`src/verilog/stco_defines.vh`:
```
// Constants shared by the start-up timer and clock output block
`ifndef STCO_DEFINES_VH
`define STCO_DEFINES_VH

// Timing
`define STCO_CLK_MHZ         40
`define STCO_SUT_OSC_CYCLES  7500
`define STCO_SUT_TIME_US     300
`define STCO_SUT_CYCLES      (`STCO_SUT_TIME_US * `STCO_CLK_MHZ)
`define STCO_STR_NORM_MS     40
`define STCO_STR_MED_MS      70
`define STCO_STR_LONG_MS     140
`define STCO_STR_NORM_CYC    (`STCO_STR_NORM_MS * 1000 * `STCO_CLK_MHZ)
`define STCO_STR_MED_CYC     (`STCO_STR_MED_MS * 1000 * `STCO_CLK_MHZ)
`define STCO_STR_LONG_CYC    (`STCO_STR_LONG_MS * 1000 * `STCO_CLK_MHZ)
`define STCO_SENSE_CYC       4'h8
`define STCO_GAP_CYC         4'h2

// Serial commands
`define STCO_OP_READ         3'h0
`define STCO_OP_WRITE        3'h2
`define STCO_OP_SOFT_RESET   8'hFF

// Register addresses (0x00-0x0F are packet buffer bytes)
`define STCO_ADDR_CTRL1      5'h10
`define STCO_ADDR_STATUS     5'h11
`define STCO_ADDR_CLKCON     5'h12
`define STCO_ADDR_LEDCFG_HI  5'h13
`define STCO_ADDR_LEDCFG_LO  5'h14
`define STCO_ADDR_PHYCON1    5'h15
`define STCO_ADDR_LEDSENSE   5'h16

// Field positions
`define STCO_CTRL1_PWRDN     0
`define STCO_CTRL1_TXREQ     2
`define STCO_CTRL1_RXON      3
`define STCO_STATUS_READY    0
`define STCO_PHYCON1_DUPLEX  0
`define STCO_LED_STRETCH     1

// Reset values
`define STCO_CLKCON_RST      3'h4
`define STCO_LEDCFG_RST      16'h3422

// Divider codes and periods in clock cycles
`define STCO_DIV_OFF         3'h0
`define STCO_DIV_1           3'h1
`define STCO_DIV_2           3'h2
`define STCO_DIV_3           3'h3
`define STCO_DIV_4           3'h4
`define STCO_DIV_8           3'h5
`define STCO_PER_1           4'h2
`define STCO_PER_2           4'h2
`define STCO_PER_3           4'h3
`define STCO_PER_4           4'h4
`define STCO_PER_8           4'h8

`endif

```
`src/verilog/stco_top.v`:
```
// Start-up timer, clock output and LED polarity sensing behind a serial port
//
// Overview of operation
// - Start-up timer runs 300 us after power-on or power-down exit.
// - All registers and buffer bytes stay reachable while the timer runs.
// - Timer expiry sets the clock-ready flag in the status register.
// - Clock pin low after power-up until expiry, then divide-by-4.
// - Soft or pin reset leaves clock output setting and clock running.
// - Power-down keeps the clock running; exit restarts the timer.
// - Divider code zero disables the output and drives the pin low.
// - No high or low phase shorter than the new setting implies.
// - On divider change, two to eight low cycles with no pulses.
// - Codes 101,100,011,010,001 divide by 8,4,3,2,2.
// - Upper five setting bits read zero; setting resets to divide-by-4.
// - Each system reset senses LED wiring, then drives configured default.
// - LED polarity latched only at system reset.
// - Duplex bit cleared if second LED sources, set if it sinks.
// - Without a second LED the duplex bit may come up undefined.
// - Each LED has its own 4-bit mode; one stretch enable and stretch length serve both.
`timescale 1ns/1ps
`include "stco_defines.vh"

module stco_top #(
  parameter [31:0] P_SUT_CYCLES = `STCO_SUT_CYCLES,
  parameter [31:0] P_STR_NORM   = `STCO_STR_NORM_CYC,
  parameter [31:0] P_STR_MED    = `STCO_STR_MED_CYC,
  parameter [31:0] P_STR_LONG   = `STCO_STR_LONG_CYC,
  parameter        P_BLINK_W    = 22
) (
  input  wire       i_clk,
  input  wire       i_nrst,
  input  wire       i_ce,
  input  wire       i_rst_pin_n,
  input  wire       i_spi_cs_n,
  input  wire       i_spi_sck,
  input  wire       i_spi_si,
  output wire       o_spi_so,
  output wire       o_spi_so_oe,
  input  wire [6:0] i_phy_event,
  input  wire       i_led_a,
  output wire       o_led_a,
  output wire       o_led_a_oe,
  input  wire       i_led_b,
  output wire       o_led_b,
  output wire       o_led_b_oe,
  output wire       o_clk_out,
  output wire       o_clock_ready,
  output wire       o_power_down,
  output wire       o_tx_request,
  output wire       o_rx_enable,
  output wire       o_phy_duplex
);

  localparam ST_SENSE = 2'b01;
  localparam ST_DRIVE = 2'b10;

  // Pin synchronisers: {led_b, led_a, rst_pin_n, cs_n, sck, si}
  reg  [5:0]  sync1_r;
  reg  [5:0]  sync2_r;
  wire        s_si    = sync2_r[0];
  wire        s_sck   = sync2_r[1];
  wire        s_cs_n  = sync2_r[2];
  wire        s_rst_n = sync2_r[3];
  wire [1:0]  s_led   = sync2_r[5:4];

  // Serial port state
  reg         sck_d_r;
  reg  [3:0]  bitcnt_r;
  reg  [7:0]  shin_r;
  reg  [7:0]  op_r;
  reg  [7:0]  shout_r;
  reg         so_r;
  reg         so_oe_r;

  // Registers
  reg  [7:0]  mem_r [0:15];
  reg  [7:0]  ctrl1_r;
  reg  [2:0]  clkcon_r;
  reg  [15:0] ledcfg_r;
  reg         duplex_r;
  reg  [1:0]  sink_r;

  // Start-up timer
  reg  [31:0] sut_cnt_r;
  reg         sut_run_r;
  reg         ready_r;
  reg         sut_once_r;
  reg         pd_d_r;

  // LED logic
  reg  [1:0]  state_r;
  reg  [3:0]  sense_cnt_r;
  reg  [P_BLINK_W-1:0] blink_r;
  reg  [31:0] str_r [0:1];
  reg  [1:0]  led_r;
  reg  [1:0]  led_oe_r;
  reg  [7:0]  rdata;
  integer     i;

  wire        rise     = s_sck & ~sck_d_r;
  wire        fall     = ~s_sck & sck_d_r;
  wire [7:0]  byte_in  = {shin_r[6:0], s_si};
  wire        cmd_done = ~s_cs_n & rise & (bitcnt_r == 4'h7);
  wire        spi_wr   = ~s_cs_n & rise & (bitcnt_r == 4'hF) & (op_r[7:5] == `STCO_OP_WRITE);
  wire        soft_rst = cmd_done & (byte_in == `STCO_OP_SOFT_RESET);
  wire        sys_rst  = ~s_rst_n | soft_rst;
  wire        pd_now   = ctrl1_r[`STCO_CTRL1_PWRDN];
  wire        pd_exit  = pd_d_r & ~pd_now;
  wire [31:0] sut_inc  = sut_cnt_r + 32'h1;

  // Register read mux; 0x00-0x0F read buffer bytes, any other address not listed reads zero
  always @* begin
    case (byte_in[4:0])
      `STCO_ADDR_CTRL1:     rdata = ctrl1_r;
      `STCO_ADDR_STATUS:    rdata = {7'h00, ready_r};
      `STCO_ADDR_CLKCON:    rdata = {5'h00, clkcon_r};
      `STCO_ADDR_LEDCFG_HI: rdata = ledcfg_r[15:8];
      `STCO_ADDR_LEDCFG_LO: rdata = ledcfg_r[7:0];
      `STCO_ADDR_PHYCON1:   rdata = {7'h00, duplex_r};
      `STCO_ADDR_LEDSENSE:  rdata = {6'h00, sink_r};
      default:              rdata = byte_in[4] ? 8'h00 : mem_r[byte_in[3:0]];
    endcase
  end

  always @(posedge i_clk or negedge i_nrst) begin
    if (!i_nrst) begin
      sync1_r <= 6'h0C;
      sync2_r <= 6'h0C;
    end else if (i_ce) begin
      sync1_r <= {i_led_b, i_led_a, i_rst_pin_n, i_spi_cs_n, i_spi_sck, i_spi_si};
      sync2_r <= sync1_r;
    end
  end

  // Serial port: mode 0, one command byte then one data byte, MSB first.
  // Pins are oversampled, so the serial clock must stay well below i_clk/4.
  always @(posedge i_clk or negedge i_nrst) begin
    if (!i_nrst) begin
      sck_d_r  <= 1'b0;
      bitcnt_r <= 4'h0;
      shin_r   <= 8'h00;
      op_r     <= 8'h00;
      shout_r  <= 8'h00;
      so_r     <= 1'b0;
      so_oe_r  <= 1'b0;
    end else if (i_ce) begin
      sck_d_r <= s_sck;
      so_oe_r <= ~s_cs_n;
      if (s_cs_n) begin
        bitcnt_r <= 4'h0;
        so_r     <= 1'b0;
      end else if (rise) begin
        shin_r   <= byte_in;
        bitcnt_r <= bitcnt_r + 4'h1;
        if (bitcnt_r == 4'h7) begin
          op_r    <= byte_in;
          shout_r <= (byte_in[7:5] == `STCO_OP_READ) ? rdata : 8'h00;
        end
      end else if (fall && bitcnt_r[3]) begin
        so_r    <= shout_r[7];
        shout_r <= {shout_r[6:0], 1'b0};
      end
    end
  end

  // Buffer bytes keep their contents across every reset
  always @(posedge i_clk) begin
    if (i_ce && spi_wr && !op_r[4]) begin
      mem_r[op_r[3:0]] <= byte_in;
    end
  end

  // Control registers; the clock output setting ignores pin and soft reset
  always @(posedge i_clk or negedge i_nrst) begin
    if (!i_nrst) begin
      ctrl1_r  <= 8'h00;
      clkcon_r <= `STCO_CLKCON_RST;
      ledcfg_r <= `STCO_LEDCFG_RST;
    end else if (i_ce) begin
      if (sys_rst) begin
        ctrl1_r  <= 8'h00;
        ledcfg_r <= `STCO_LEDCFG_RST;
      end else if (spi_wr) begin
        case (op_r[4:0])
          `STCO_ADDR_CTRL1:     ctrl1_r <= byte_in;
          `STCO_ADDR_CLKCON:    clkcon_r <= byte_in[2:0];
          `STCO_ADDR_LEDCFG_HI: ledcfg_r[15:8] <= byte_in;
          `STCO_ADDR_LEDCFG_LO: ledcfg_r[7:0] <= byte_in;
          default: ;
        endcase
      end
    end
  end

  // Start-up timer
  always @(posedge i_clk or negedge i_nrst) begin
    if (!i_nrst) begin
      sut_cnt_r  <= 32'h0;
      sut_run_r  <= 1'b1;
      ready_r    <= 1'b0;
      sut_once_r <= 1'b0;
      pd_d_r     <= 1'b0;
    end else if (i_ce) begin
      pd_d_r <= pd_now;
      if (pd_exit) begin
        sut_cnt_r <= 32'h0;
        sut_run_r <= 1'b1;
        ready_r   <= 1'b0;
      end else if (sut_run_r) begin
        if (sut_inc == P_SUT_CYCLES) begin
          sut_run_r  <= 1'b0;
          ready_r    <= 1'b1;
          sut_once_r <= 1'b1;
        end else begin
          sut_cnt_r <= sut_inc;
        end
      end
    end
  end

  // Runs from power-on reset only, so pin reset, soft reset and power-down
  // never interrupt the output clock
  stco_clkdiv u_clkdiv (
    .i_clk     (i_clk),
    .i_nrst    (i_nrst),
    .i_ce      (i_ce),
    .i_run     (sut_once_r),
    .i_sel     (clkcon_r),
    .o_clk_out (o_clk_out)
  );

  // Stretch length chosen by the two rate bits
  function [31:0] str_len;
    input [1:0] rate;
    begin
      case (rate)
        2'h1:    str_len = P_STR_MED;
        2'h2:    str_len = P_STR_LONG;
        default: str_len = P_STR_NORM;
      endcase
    end
  endfunction

  // Event selected by an LED mode; codes 1-7 show one PHY status each
  function ev_of;
    input [3:0] code;
    input [6:0] ev;
    begin
      ev_of = (code != 4'h0) && (code < 4'h8) && ev[code[2:0] - 3'h1];
    end
  endfunction

  // Logical LED state before the wiring polarity is applied
  function led_on;
    input [3:0] code;
    input       shown;
    input       fast;
    input       slow;
    begin
      case (code)
        4'h8:    led_on = 1'b1;
        4'hA:    led_on = fast;
        4'hB:    led_on = slow;
        4'h9:    led_on = 1'b0;
        default: led_on = (code < 4'h8) & shown;
      endcase
    end
  endfunction

  // Sense LED wiring with the pins released, then drive them. A pin that
  // floats high has its LED tied to the supply, so the pin sinks current.
  always @(posedge i_clk or negedge i_nrst) begin
    if (!i_nrst) begin
      state_r     <= ST_SENSE;
      sense_cnt_r <= 4'h0;
      sink_r      <= 2'b00;
      duplex_r    <= 1'b0;
      blink_r     <= {P_BLINK_W{1'b0}};
      led_r       <= 2'b00;
      led_oe_r    <= 2'b00;
      str_r[0]    <= 32'h0;
      str_r[1]    <= 32'h0;
    end else if (i_ce) begin
      blink_r <= blink_r + {{(P_BLINK_W-1){1'b0}}, 1'b1};
      for (i = 0; i < 2; i = i + 1) begin
        if (ev_of(ledcfg_r[11-4*i -: 4], i_phy_event)) begin
          str_r[i] <= str_len(ledcfg_r[3:2]);
        end else if (str_r[i] != 32'h0) begin
          str_r[i] <= str_r[i] - 32'h1;
        end
      end
      case (state_r)
        ST_SENSE: begin
          led_oe_r <= 2'b00;
          led_r    <= 2'b00;
          if (sys_rst) begin
            sense_cnt_r <= 4'h0;
          end else if (sense_cnt_r == `STCO_SENSE_CYC - 4'h1) begin
            sink_r   <= s_led;
            duplex_r <= s_led[1];
            state_r  <= ST_DRIVE;
          end else begin
            sense_cnt_r <= sense_cnt_r + 4'h1;
          end
        end
        ST_DRIVE: begin
          if (sys_rst) begin
            state_r     <= ST_SENSE;
            sense_cnt_r <= 4'h0;
            led_oe_r    <= 2'b00;
          end else begin
            if (spi_wr && op_r[4:0] == `STCO_ADDR_PHYCON1) begin
              duplex_r <= byte_in[`STCO_PHYCON1_DUPLEX];
            end
            led_oe_r <= 2'b11;
            for (i = 0; i < 2; i = i + 1) begin
              led_r[i] <= sink_r[i] ^ led_on(ledcfg_r[11-4*i -: 4],
                ev_of(ledcfg_r[11-4*i -: 4], i_phy_event) |
                (ledcfg_r[`STCO_LED_STRETCH] & (str_r[i] != 32'h0)),
                blink_r[P_BLINK_W-3], blink_r[P_BLINK_W-1]);
            end
          end
        end
        default: begin
          state_r     <= ST_SENSE;
          sense_cnt_r <= 4'h0;
        end
      endcase
    end
  end

  assign o_spi_so      = so_r;
  assign o_spi_so_oe   = so_oe_r;
  assign o_led_a       = led_r[0];
  assign o_led_a_oe    = led_oe_r[0];
  assign o_led_b       = led_r[1];
  assign o_led_b_oe    = led_oe_r[1];
  assign o_clock_ready = ready_r;
  assign o_power_down  = ctrl1_r[`STCO_CTRL1_PWRDN];
  assign o_tx_request  = ctrl1_r[`STCO_CTRL1_TXREQ];
  assign o_rx_enable   = ctrl1_r[`STCO_CTRL1_RXON];
  assign o_phy_duplex  = duplex_r;

endmodule

```
`src/verilog/stco_clkdiv.v`:
```
// Glitch-free programmable clock output divider
`timescale 1ns/1ps
`include "stco_defines.vh"

module stco_clkdiv (
  input  wire       i_clk,
  input  wire       i_nrst,
  input  wire       i_ce,
  input  wire       i_run,
  input  wire [2:0] i_sel,
  output wire       o_clk_out
);

  reg  [2:0] act_sel_r;
  reg  [3:0] cnt_r;
  reg  [3:0] gap_r;
  reg        out_r;
  wire [2:0] want;
  wire [3:0] per;
  wire [3:0] hi;
  wire [3:0] cnt_inc;

  // Period of one output cycle; reserved codes give zero and keep the pin low
  function [3:0] div_period;
    input [2:0] sel;
    begin
      case (sel)
        `STCO_DIV_1: div_period = `STCO_PER_1;
        `STCO_DIV_2: div_period = `STCO_PER_2;
        `STCO_DIV_3: div_period = `STCO_PER_3;
        `STCO_DIV_4: div_period = `STCO_PER_4;
        `STCO_DIV_8: div_period = `STCO_PER_8;
        default:     div_period = 4'h0;
      endcase
    end
  endfunction

  // Pin held low until the first expiry, then follows the setting
  assign want    = i_run ? i_sel : `STCO_DIV_OFF;
  assign per     = div_period(act_sel_r);
  assign hi      = (per + 4'h1) >> 1;
  assign cnt_inc = cnt_r + 4'h1;

  // A new setting is taken only at the end of a whole period, so every
  // phase already begun runs to its full length
  always @(posedge i_clk or negedge i_nrst) begin
    if (!i_nrst) begin
      act_sel_r <= `STCO_DIV_OFF;
      cnt_r     <= 4'h0;
      gap_r     <= 4'h0;
      out_r     <= 1'b0;
    end else if (i_ce) begin
      if (per == 4'h0) begin
        out_r <= 1'b0;
        if (gap_r != 4'h0) begin
          gap_r <= gap_r - 4'h1;
        end else if (div_period(want) != 4'h0) begin
          act_sel_r <= want;
          cnt_r     <= 4'h0;
          out_r     <= 1'b1;
        end
      end else if (cnt_inc == per) begin
        if (want != act_sel_r) begin
          act_sel_r <= `STCO_DIV_OFF;
          gap_r     <= `STCO_GAP_CYC;
          out_r     <= 1'b0;
        end else begin
          cnt_r <= 4'h0;
          out_r <= 1'b1;
        end
      end else begin
        cnt_r <= cnt_inc;
        out_r <= (cnt_inc < hi);
      end
    end
  end

  assign o_clk_out = out_r;

endmodule

```
`config.mk`:
```
export PLATFORM = sky130hd
export DESIGN_NAME = stco_top
export DESIGN_NICKNAME = d
export VERILOG_FILES = /design/src/verilog/stco_top.v /design/src/verilog/stco_clkdiv.v
export VERILOG_INCLUDE_DIRS = /design/src /design/src/verilog
export SDC_FILE = /design/constraint.sdc
export NUM_CORES = 1
export LEC_CHECK = 0
export BUFFER_PORTS_ARGS = -buffer_cell sky130_fd_sc_hd__buf_4
export CORE_ASPECT_RATIO = 1.2
export CORE_MARGIN = 2
export CORE_UTILIZATION = 30
export DETAILED_ROUTE_END_ITERATION = 10
export GPL_TIMING_DRIVEN = 0
export MAX_ROUTING_LAYER = met4
export PLACE_DENSITY = 0.46
export SETUP_SLACK_MARGIN = 0.4
export SLEW_MARGIN = 20
export SYNTH_ARGS = -nofsm -noshare
export SYNTH_HDL_FRONTEND = slang
export SYNTH_SLANG_ARGS = --single-unit
```
`constraint.sdc`:
```
create_clock -name i_clk -period 3.1 [get_ports i_clk]
set_input_delay 0.155 -clock i_clk [delete_from_list [all_inputs] [get_ports i_clk]]
set_output_delay 0.155 -clock i_clk [all_outputs]
set_load 0.02 [all_outputs]
```
# Word-level counts from Yosys, hierarchy flattened
# Memories as Yosys holds them, arrays and structs flattened.
# Cells that the tools add are included.
[classes] bitwise=24 n_lt_le_gt_ge=5 mux=88 n_eq_ne=55 add_sub_neg=11 n_reduce_logical=56
[ops] cell="$mux 32" count=7
[ops] cell="$mux 8" count=10
[ops] cell="$mux 4" count=17
[ops] cell="$reduce_bool 32->1" count=2
[ops] cell="$sub 32x1->32 const B" count=2
[ops] cell="$eq 5x5->1 const B" count=12
[ops] cell="$pmux 8 s7" count=1
[ops] cell="$pmux 23 s2" count=1
[ops] cell="$eq 4x4->1 const B" count=9
[ops] cell="$add 32x1->32 const B" count=1
[ops] cell="$eq 32x14->1 const B" count=1
[ops] cell="$mux 16" count=2
[ops] cell="$pmux 4 s4" count=2
[ops] cell="$reduce_and 4->1" count=8
[ops] cell="$mux 1" count=28
[ops] cell="$reduce_bool 2->1" count=14
[ops] cell="$reduce_and 3->1" count=9
[ops] cell="$add 22x1->22 const B" count=1
[ops] cell="$ne 2x2->1 const B" count=10
[ops] cell="$mux 3" count=6
[ops] cell="$add 4x1->4 const B" count=4
[ops] cell="$reduce_bool 4->1" count=4
[ops] cell="$eq 3x2->1 const B" count=5
[ops] cell="$and 1x1->1" count=12
[ops] cell="other kinds (33)" count=71
[totals] ram_bits=128 regBits=216 memories=1
[mem_list] memory="mem_r" words=16 word_bits=8 read_ports=1 rd_ports_with_merged_regs=0 write_ports=1 line_no="stco_top.v:76" text="reg [7:0] mem_r [0:15];"

# Longest topological paths before layout
# Gate-level depths: netlist of run 1.
[depth] ltp_word=13 depth_mapped=13

# Modules after synthesis
# From an unflattened synthesis of run 1, not the netlist that was laid out.
[unflattened] hier_cells=1536 hier_area_um2=17387.9
[modules_own_cells] mod="stco_top" instances=1 seq_area_each_um2=8938.6 cells_each=1411 area_per_inst_um2=16299.4
[modules_own_cells] mod="stco_clkdiv" instances=1 seq_area_each_um2=300.3 cells_each=125 area_per_inst_um2=1088.5

# Worst setup path before layout of run 1
# Ideal clock, no wire load.
[synth_path] path_type="reg2reg" startpoint="register sut_cnt_r[0]" endpoint="register sut_cnt_r[2]" period_less_slack_ns=3.214 path_stages_with_launch=12 arrival_ns=3.088 slack_ns=-0.114 cell_sequence="dfrtp_1 > ha_1 > a21bo_2 > or3b_2 > a211o_1 > a211oi_1 > nand3_1 > nor4_1 > a21bo_4 > buf_12 > nor2_4 > a221o_1"
[synth_between] elab_chain_len=4 word_cells_on_any_way=7
[synth_rtl] element="from (decl)" line_no="stco_top.v:84" text="reg [31:0] sut_cnt_r;"
[synth_rtl] element="from (signal assigned)" line_no="stco_top.v:215" text="sut_cnt_r <= sut_inc;"
[synth_rtl] element="$add 32x1->32 (*)" line_no="stco_top.v:109" text="wire [31:0] sut_inc = sut_cnt_r + 32'h1;"
[synth_rtl] element="$eq 32x14->1 or $mux 32 (tied branches)" line_no="stco_top.v:210" text="if (sut_inc == P_SUT_CYCLES) begin"
[synth_rtl] element="$ne 2x2->1 (no source line) or $mux 32 (tied branches)"
[synth_rtl] element="$reduce_and 3->1 (no source line) or $mux 32 (tied branches)"
# Every way passes the cells marked *; elsewhere a longest branch is shown, timed or not. The select of a mux whose other input is x is not followed.
# A chain may end at the register's enable or synchronous reset.

# Worst setup path in the final report of run 1
[layout_path] startpoint="register sut_cnt_r[9]" endpoint="register sut_cnt_r[2]"
[layout_between] elab_chain_len=4
[layout_rtl] element="$add 32x1->32" line_no="stco_top.v:109"
[layout_rtl] element="$eq 32x14->1" line_no="stco_top.v:210"
[layout_rtl] element="$ne 2x2->1 (no source line)"
[layout_rtl] element="$reduce_and 3->1 (no source line)"
# No other way between the ends.

==> impl_metrics.py, run 1 <==
metrics = {
    "synthesis": {
        "synth_top_flop_cell": "dfrtp_1",
        "syn-instance-count": 1537,
        "ys_seq_area_share_pct": 54.0,
        "async_reset_ff_share_pct": 62.7,
        "yosys.cell_types.count": 79,
        "ys_ff_latch": 343,
        "syn_nets": 1581,
        "avgSynthCellArea_um2": 11.1,
        "synth_edf_count": 128,
        "yosys_warnings": 0,
        "syn_area_mm2": 0.0171,
    },
    "layout": {
        "final_common_cell": "dfrtp_1",
        "final_util_pct": 40.0,
        "num-fill-cells": 5356,
        "diodes": 0,
        "multiInputGateArea_mm2": 0.00848,
        "drive_gt1_share_pct": 31.5,
        "final_nets": 1780,
        "seq_area_mm2": 0.00926,
        "areaGrowthSynthToFinish_pct": 31.6,
        "final_cell_mix": "dfrtp_1 (183), nand2_1 (130), edfxtp_1 (128)",
    },
    "place": {
        "hpwlAfterDp_mm": 33.5,
        "place.gp.congestion": 0.861,
        "io_buffers": 27,
    },
    "grt": {
        "grt_pass1_wl_mm": 78.8,
        "use_met3_pct": 2.23,
        "grt_max_degree": 82,
        "met1_usage_pct": 21.8,
        "met2_usage_pct": 29.8,
        "grt_usage_pct": 17.5,
        "grt_pass1_vias": 13200,
        "gr-total-overflow": 0,
        "top_usage_layer": "met2",
        "antenna_found_initial": 0,
    },
    "critical_path": {
        "critPathKind": "flop to flop",
        "r2r_setup_slack_ns": -0.20,
        "worstPathMaxFanout": 9,
        "reg2reg_from": "sut_cnt_r[9]",
        "endpoint_kind": "flop",
        "slowest_stage": "or4_4",
        "critPathRequiredTime_ns": 3.54,
        "ff2ff_path_depth": 12,
        "critical_path.top_delay_family": "simple AND/OR/NAND/NOR gates",
        "startpoint_type": "flop",
        "slowest_delay_ns": 0.56,
        "crit_buf_inv": 3,
        "timing.rr.end": "sut_cnt_r[2]",
        "worstPathArrival_ns": 3.74,
        "worstPathCellList": "buf_4, nand4_4, or4_4, buf_6, or4b_1, o21ai_1, a41oi_2, a2111oi_4, a21bo_4, buf_12, nor2_4, a221o_1",
    },
    "floorplan": {
        "fp-row-count": 95,
        "die_h_um": 266,
        "ios": 28,
        "die_area_mm2": 0.0589,
        "start_util_pct": 30.4,
        "core_mm2": 0.0562,
        "die_width_um": 222,
    },
    "routing": {
        "drtIter0Drc": 916,
        "first_pass_iters": 5,
        "vias": 13200,
        "drc_errors": 0,
        "ant_nets": 0,
        "wire_per_inst_um": 20.5,
        "viasPerCell": 5.31,
        "drt_wl_total_mm": 51.2,
    },
    "timing": {
        "finClkSkew_ns": 0.0131,
        "finalSetupViolations": 27,
        "fmax_ghz": 0.303,
        "finalHoldViolations": 0,
        "slew-limit-headroom_pct": 22.2,
        "tightest_slew_ns": 1.17,
        "period_share_pct": 106,
        "rsz0062_at_grt": "true",
        "hold_ws_ns": 0.168,
        "setup_slack_ns": -0.197,
        "drv_slew": 0,
        "fin_crit_ns": 3.30,
    },
    "clock_network": {
        "clock_sinks": 343,
        "h-tree-depth": 2,
        "clk_transition_reported_paths_ns": 0.06,
        "cts_buffers": 42,
        "root_buffer": "clkbuf_16",
        "cts_tree": "built",
        "clock_path_buffers": 3,
        "clock_latency_ns": 0.56,
    },
    "power": {
        "p_per_area_mw_per_mm2": 614,
        "peakVddDrop_mv": 0.491,
        "p_clk_share_pct": 37.4,
        "switching_share_pct": 30.0,
        "leakage_nw": 8.55,
        "intPower_mw": 9.67,
        "net-switching-power_mw": 4.15,
        "power.total_mw": 13.8,
        "p_comb_share_pct": 19.8,
        "p_seq_share_pct": 42.8,
    },
    "status": {
        "violations": "setup timing",
        "status": "complete, but fails checks",
    },
    "run": {
        "cap_violations": 0,
    },
    "worst_hold_path": {
        "min-delay-start": "i_ce",
        "hold_path_class": "input port to flop",
        "whs_path_depth": 3,
        "worstHoldEndpoint": "o_spi_so_oe",
    },
}
==> worst max path at each step <==
| stage | from | end | depth (start not counted) |
|---|---|---|---|
| final | sut_cnt_r[9] | sut_cnt_r[2] | 12 |
| after global routing | sut_cnt_r[14] | sut_cnt_r[4] | 12 |
| after floorplan | sut_cnt_r[8] | sut_cnt_r[2] | 12 |
| after global placement | sync2_r[2] | shout_r[0] | 7 |
| after CTS | sut_cnt_r[4] | sut_cnt_r[2] | 12 |
| after detailed placement | sync2_r[0] | ledcfg_r[0] | 7 |
==> worst register-to-register path, delay by kind of cell, from the launching register on <==
family / cells / cell delay [ns]
AOI/OAI and AO/OA: 5 / 1.20
DFF: 1 / 0.32
and+or+nand+nor: 4 / 1.20
buffers and inverters: 3 / 0.46
==> metrics by stage <==
step	instance area (um2)	setup WS [ns]	instances	TNS [ns]
3_5_place_dp	18400	-0.574	2294	-48.01
2_1_floorplan	17200	0.114	1537	0
3_3_place_gp	18300	-0.771	2291	-54.25
4_1_cts	21200	-0.110	2444	-1.63
5_1_grt	22500	-0.326	2495	-7.20
6_report	22500	-0.197	2495	-3.33
==> timing repair <==
| item | CTS | global route |
|---|---|---|
| setup buffers | 65 | 47 |
| gates resized for setup | 183 | 207 |
| pin swaps | 48 | 118 |
| hold buffers | 7 | 0 |
| hold endpoints to repair | 79 | 0 |
| gates cloned | 2 | 4 |
| setup endpoints to repair | 269 | 266 |
==> per-layer routing <==
metal,vias up,wire [um],part of all wire [%]
met5,-,0,0
met4,0,1260,2.5
met3,82,1730,3.4
met2,255,25800,50
met1,6758,22400,44
li1,6146,-,-
==> layout make-up <==
type / instances / share of cell area, %
clock inverter: 24 / 1.33
multi-input combinational: 1058 / 37.7
timing repair buffer: 155 / 7.11
inverter: 56 / 0.934
clock buffer: 52 / 5.02
buffer: 80 / 2.70
sequential: 343 / 41.2
tap: 727 / 4.04
==> power groups by stage <==
stage,Sequential [mW],Clock (mW),Combinational [mW]
6_report,5.92,5.16,2.74
3_5_place_dp,5.99,0,2.31
2_1_floorplan,5.74,0,1.60
5_1_grt,5.98,5.49,2.99
4_1_cts,5.88,5.30,2.52
3_3_place_gp,5.96,0,2.29
==> sequential cells by signal, summed over array words and instances (netlist names), 6 cells and up <==
signal,cells
mem_r,128
str_r,64
sut_cnt_r,32
blink_r,22
ledcfg_r,16
ctrl1_r,8
op_r,8
shout_r,8
shin_r,7
sync1_r,6
sync2_r,6
==> cell usage after synthesis, types with 7 or more instances <==
library cell | n | area (um2)
a31oi_1 | 20 | 125
o21a_1 | 8 | 60.1
nor2b_1 | 10 | 62.6
mux2_2 | 35 | 394
ha_1 | 28 | 350
dfstp_2 | 12 | 315
o22a_1 | 7 | 61.3
o31ai_1 | 12 | 90.1
nor2_1 | 121 | 454
xnor2_1 | 40 | 350
o211ai_1 | 18 | 135
a21oi_1 | 68 | 340
mux2i_1 | 15 | 150
o22ai_1 | 8 | 50.1
nand3_1 | 72 | 360
buf_1 | 8 | 30.0
a22oi_1 | 15 | 113
o21ai_0 | 92 | 460
mux4_2 | 43 | 968
or4_1 | 25 | 188
nand2b_1 | 10 | 62.6
and3_1 | 14 | 87.6
edfxtp_1 | 128 | 3840
xor2_1 | 24 | 210
inv_1 | 55 | 206
buf_2 | 9 | 45.0
nor4_1 | 25 | 156
a22o_1 | 21 | 184
clkbuf_1 | 58 | 218
nor3_1 | 45 | 225
dfrtp_1 | 203 | 5080
and2_1 | 9 | 56.3
nand2_1 | 138 | 518
nand4_1 | 24 | 150
or3_1 | 19 | 119
or2_2 | 8 | 50.1
==> cell families after synthesis <==
logic type      Yosys count  share of synthesized area [%]
compound gates          324                           12.4
xor+xnor                 64                           3.28
fa+ha+maj                28                           2.05
buf+inv                 136                           3.30
flops                   343                           54.0
mux                      93                           8.85
simple gates            549                           16.1
No activity file was read; power rests on OpenSTA's default activity.
==> run 2, diff against run 1 <==
- CTS_BUF_LIST: not set -> sky130_fd_sc_hd__clkbuf_16
==> impl_metrics.py, run 2 (synthesis gave the netlist of run 1 again) <==
metrics = {
    "status": {
        "status": "complete, but fails checks",
        "violations": "setup timing",
    },
    "timing": {
        "setup_slack_ns": -0.196,
        "period_share_pct": 106,
        "fmax_ghz": 0.303,
        "rsz0062_at_grt": "true",
        "tightest_slew_ns": 1.17,
        "drv_slew": 0,
        "finalHoldViolations": 0,
        "slew-limit-headroom_pct": 22.1,
        "finalSetupViolations": 27,
        "finClkSkew_ns": 0.0121,
        "fin_crit_ns": 3.30,
    },
    "floorplan": {
        "fp-row-count": 95,
        "start_util_pct": 30.4,
        "ios": 28,
        "die_area_mm2": 0.0589,
        "die_width_um": 222,
        "core_mm2": 0.0562,
        "die_h_um": 266,
    },
    "clock_network": {
        "h-tree-depth": 2,
        "clock_sinks": 343,
        "cts_buffers": 42,
        "clock_latency_ns": 0.56,
        "root_buffer": "clkbuf_16",
        "cts_tree": "built",
        "clock_path_buffers": 3,
        "clk_transition_reported_paths_ns": 0.06,
    },
    "grt": {
        "grt_usage_pct": 17.5,
        "antenna_found_initial": 0,
        "grt_pass1_wl_mm": 78.8,
        "grt_max_degree": 82,
        "grt_pass1_vias": 13200,
        "gr-total-overflow": 0,
    },
    "power": {
        "leakage_nw": 8.55,
        "p_per_area_mw_per_mm2": 611,
        "peakVddDrop_mv": 0.490,
        "power.total_mw": 13.7,
    },
    "layout": {
        "final_nets": 1780,
        "seq_area_mm2": 0.00926,
        "num-fill-cells": 5362,
        "multiInputGateArea_mm2": 0.00848,
        "diodes": 0,
        "final_common_cell": "dfrtp_1",
        "areaGrowthSynthToFinish_pct": 31.3,
        "largest_reg_flops": 128,
        "drive_gt1_share_pct": 31.2,
        "final_cell_mix": "dfrtp_1 (183), nand2_1 (130), edfxtp_1 (128)",
    },
    "critical_path": {
        "startpoint_type": "flop",
        "worstPathArrival_ns": 3.73,
        "critPathRequiredTime_ns": 3.54,
        "critPathKind": "flop to flop",
        "r2r_setup_slack_ns": -0.20,
        "endpoint_kind": "flop",
        "reg2reg_from": "sut_cnt_r[14]",
        "timing.rr.end": "sut_cnt_r[2]",
        "worstPathMaxFanout": 5,
        "ff2ff_path_depth": 11,
    },
    "run": {
        "cap_violations": 0,
    },
    "place": {
        "hpwlAfterDp_mm": 33.5,
        "place.gp.congestion": 0.861,
        "pre_cts_ws_ns": -0.574,
        "io_buffers": 27,
    },
    "worst_hold_path": {
        "min-delay-start": "i_ce",
        "whs_path_depth": 3,
        "hold_path_class": "input port to flop",
        "worstHoldEndpoint": "o_spi_so_oe",
    },
    "routing": {
        "viasPerCell": 5.32,
        "drt_wl_total_mm": 51.4,
        "first_pass_iters": 5,
        "wire_per_inst_um": 20.6,
        "drc_errors": 0,
        "drtIter0Drc": 830,
        "ant_nets": 0,
        "vias": 13300,
    },
}
[run 2: worst max-delay path by stage]
| stage | start | endpoint | slack, ns | depth (start not counted) |
|---|---|---|---|---|
| 3_3_place_gp | sync2_r[2] | shout_r[0] | -0.77 | 7 |
| 6_report | sut_cnt_r[14] | sut_cnt_r[2] | -0.20 | 11 |
| 2_1_floorplan | sut_cnt_r[8] | sut_cnt_r[2] | 0.11 | 12 |
| 3_5_place_dp | sync2_r[0] | ledcfg_r[0] | -0.57 | 7 |
| 4_1_cts | sut_cnt_r[4] | sut_cnt_r[2] | -0.11 | 12 |
| 5_1_grt | sut_cnt_r[14] | sut_cnt_r[4] | -0.33 | 12 |
[run 2: area by class of cell]
class / instances / area share (%)
timing repair buffer: 155 / 7.11
sequential: 343 / 41.3
buffer: 80 / 2.69
tap: 727 / 4.05
clock inverter: 34 / 1.50
multi-input combinational: 1058 / 37.8
inverter: 56 / 0.937
clock buffer: 42 / 4.68
[run 2: worst max-delay path, cell delays in order (launching register included)]
cell and delay (ns):
dfrtp_1 0.49, nand3_4 0.17, or4_4 0.51, buf_6 0.14, or4b_1 0.45, o21ai_1 0.10
a41oi_2 0.14, a2111oi_4 0.41, a21bo_4 0.24, buf_12 0.16, nor2_4 0.04, a221o_1 0.31
[run 2: routing by layer]
metal  vias to the layer above  track usage (%)  share of wire, %
met5                         -                -                 0
met4                         0             5.64               2.5
met3                        87             2.23               3.8
met2                       288             29.9                50
met1                      6751             21.7                43
li1                       6142                -                 -
[run 2: per-stage QoR]
stage / TNS (ns) / cells / instance area, um2 / hold WS [ns] / util (%)
5_1_grt: -7.20 / 2495 / 22400 / 0.213 / 39.9
3_5_place_dp: -48.01 / 2294 / 18400 / 0.221 / 32.8
4_1_cts: -1.63 / 2444 / 21200 / 0.0862 / 37.7
3_3_place_gp: -54.25 / 2291 / 18300 / 0.389 / 32.6
6_report: -3.35 / 2495 / 22400 / 0.163 / 39.9
2_1_floorplan: 0 / 1537 / 17200 / -0.141 / -
[run 2: power breakdown]
part | leakage (nW) | internal, mW | switching (mW) | total (mW)
Sequential | 3.83 | 5.29 | 0.630 | 5.92
Combinational | 4.02 | 1.22 | 1.52 | 2.74
Clock | 0.702 | 3.04 | 2.00 | 5.04
Total | 8.55 | 9.55 | 4.15 | 13.7
[run 2: repair_timing]
action	in CTS	in global routing
pin swaps	48	118
cloned	2	4
gates resized for setup	183	203
endpoints found under the hold margin	79	0
buffers inserted	65	47
endpoints found under the setup margin	269	266
hold buffers	7	0
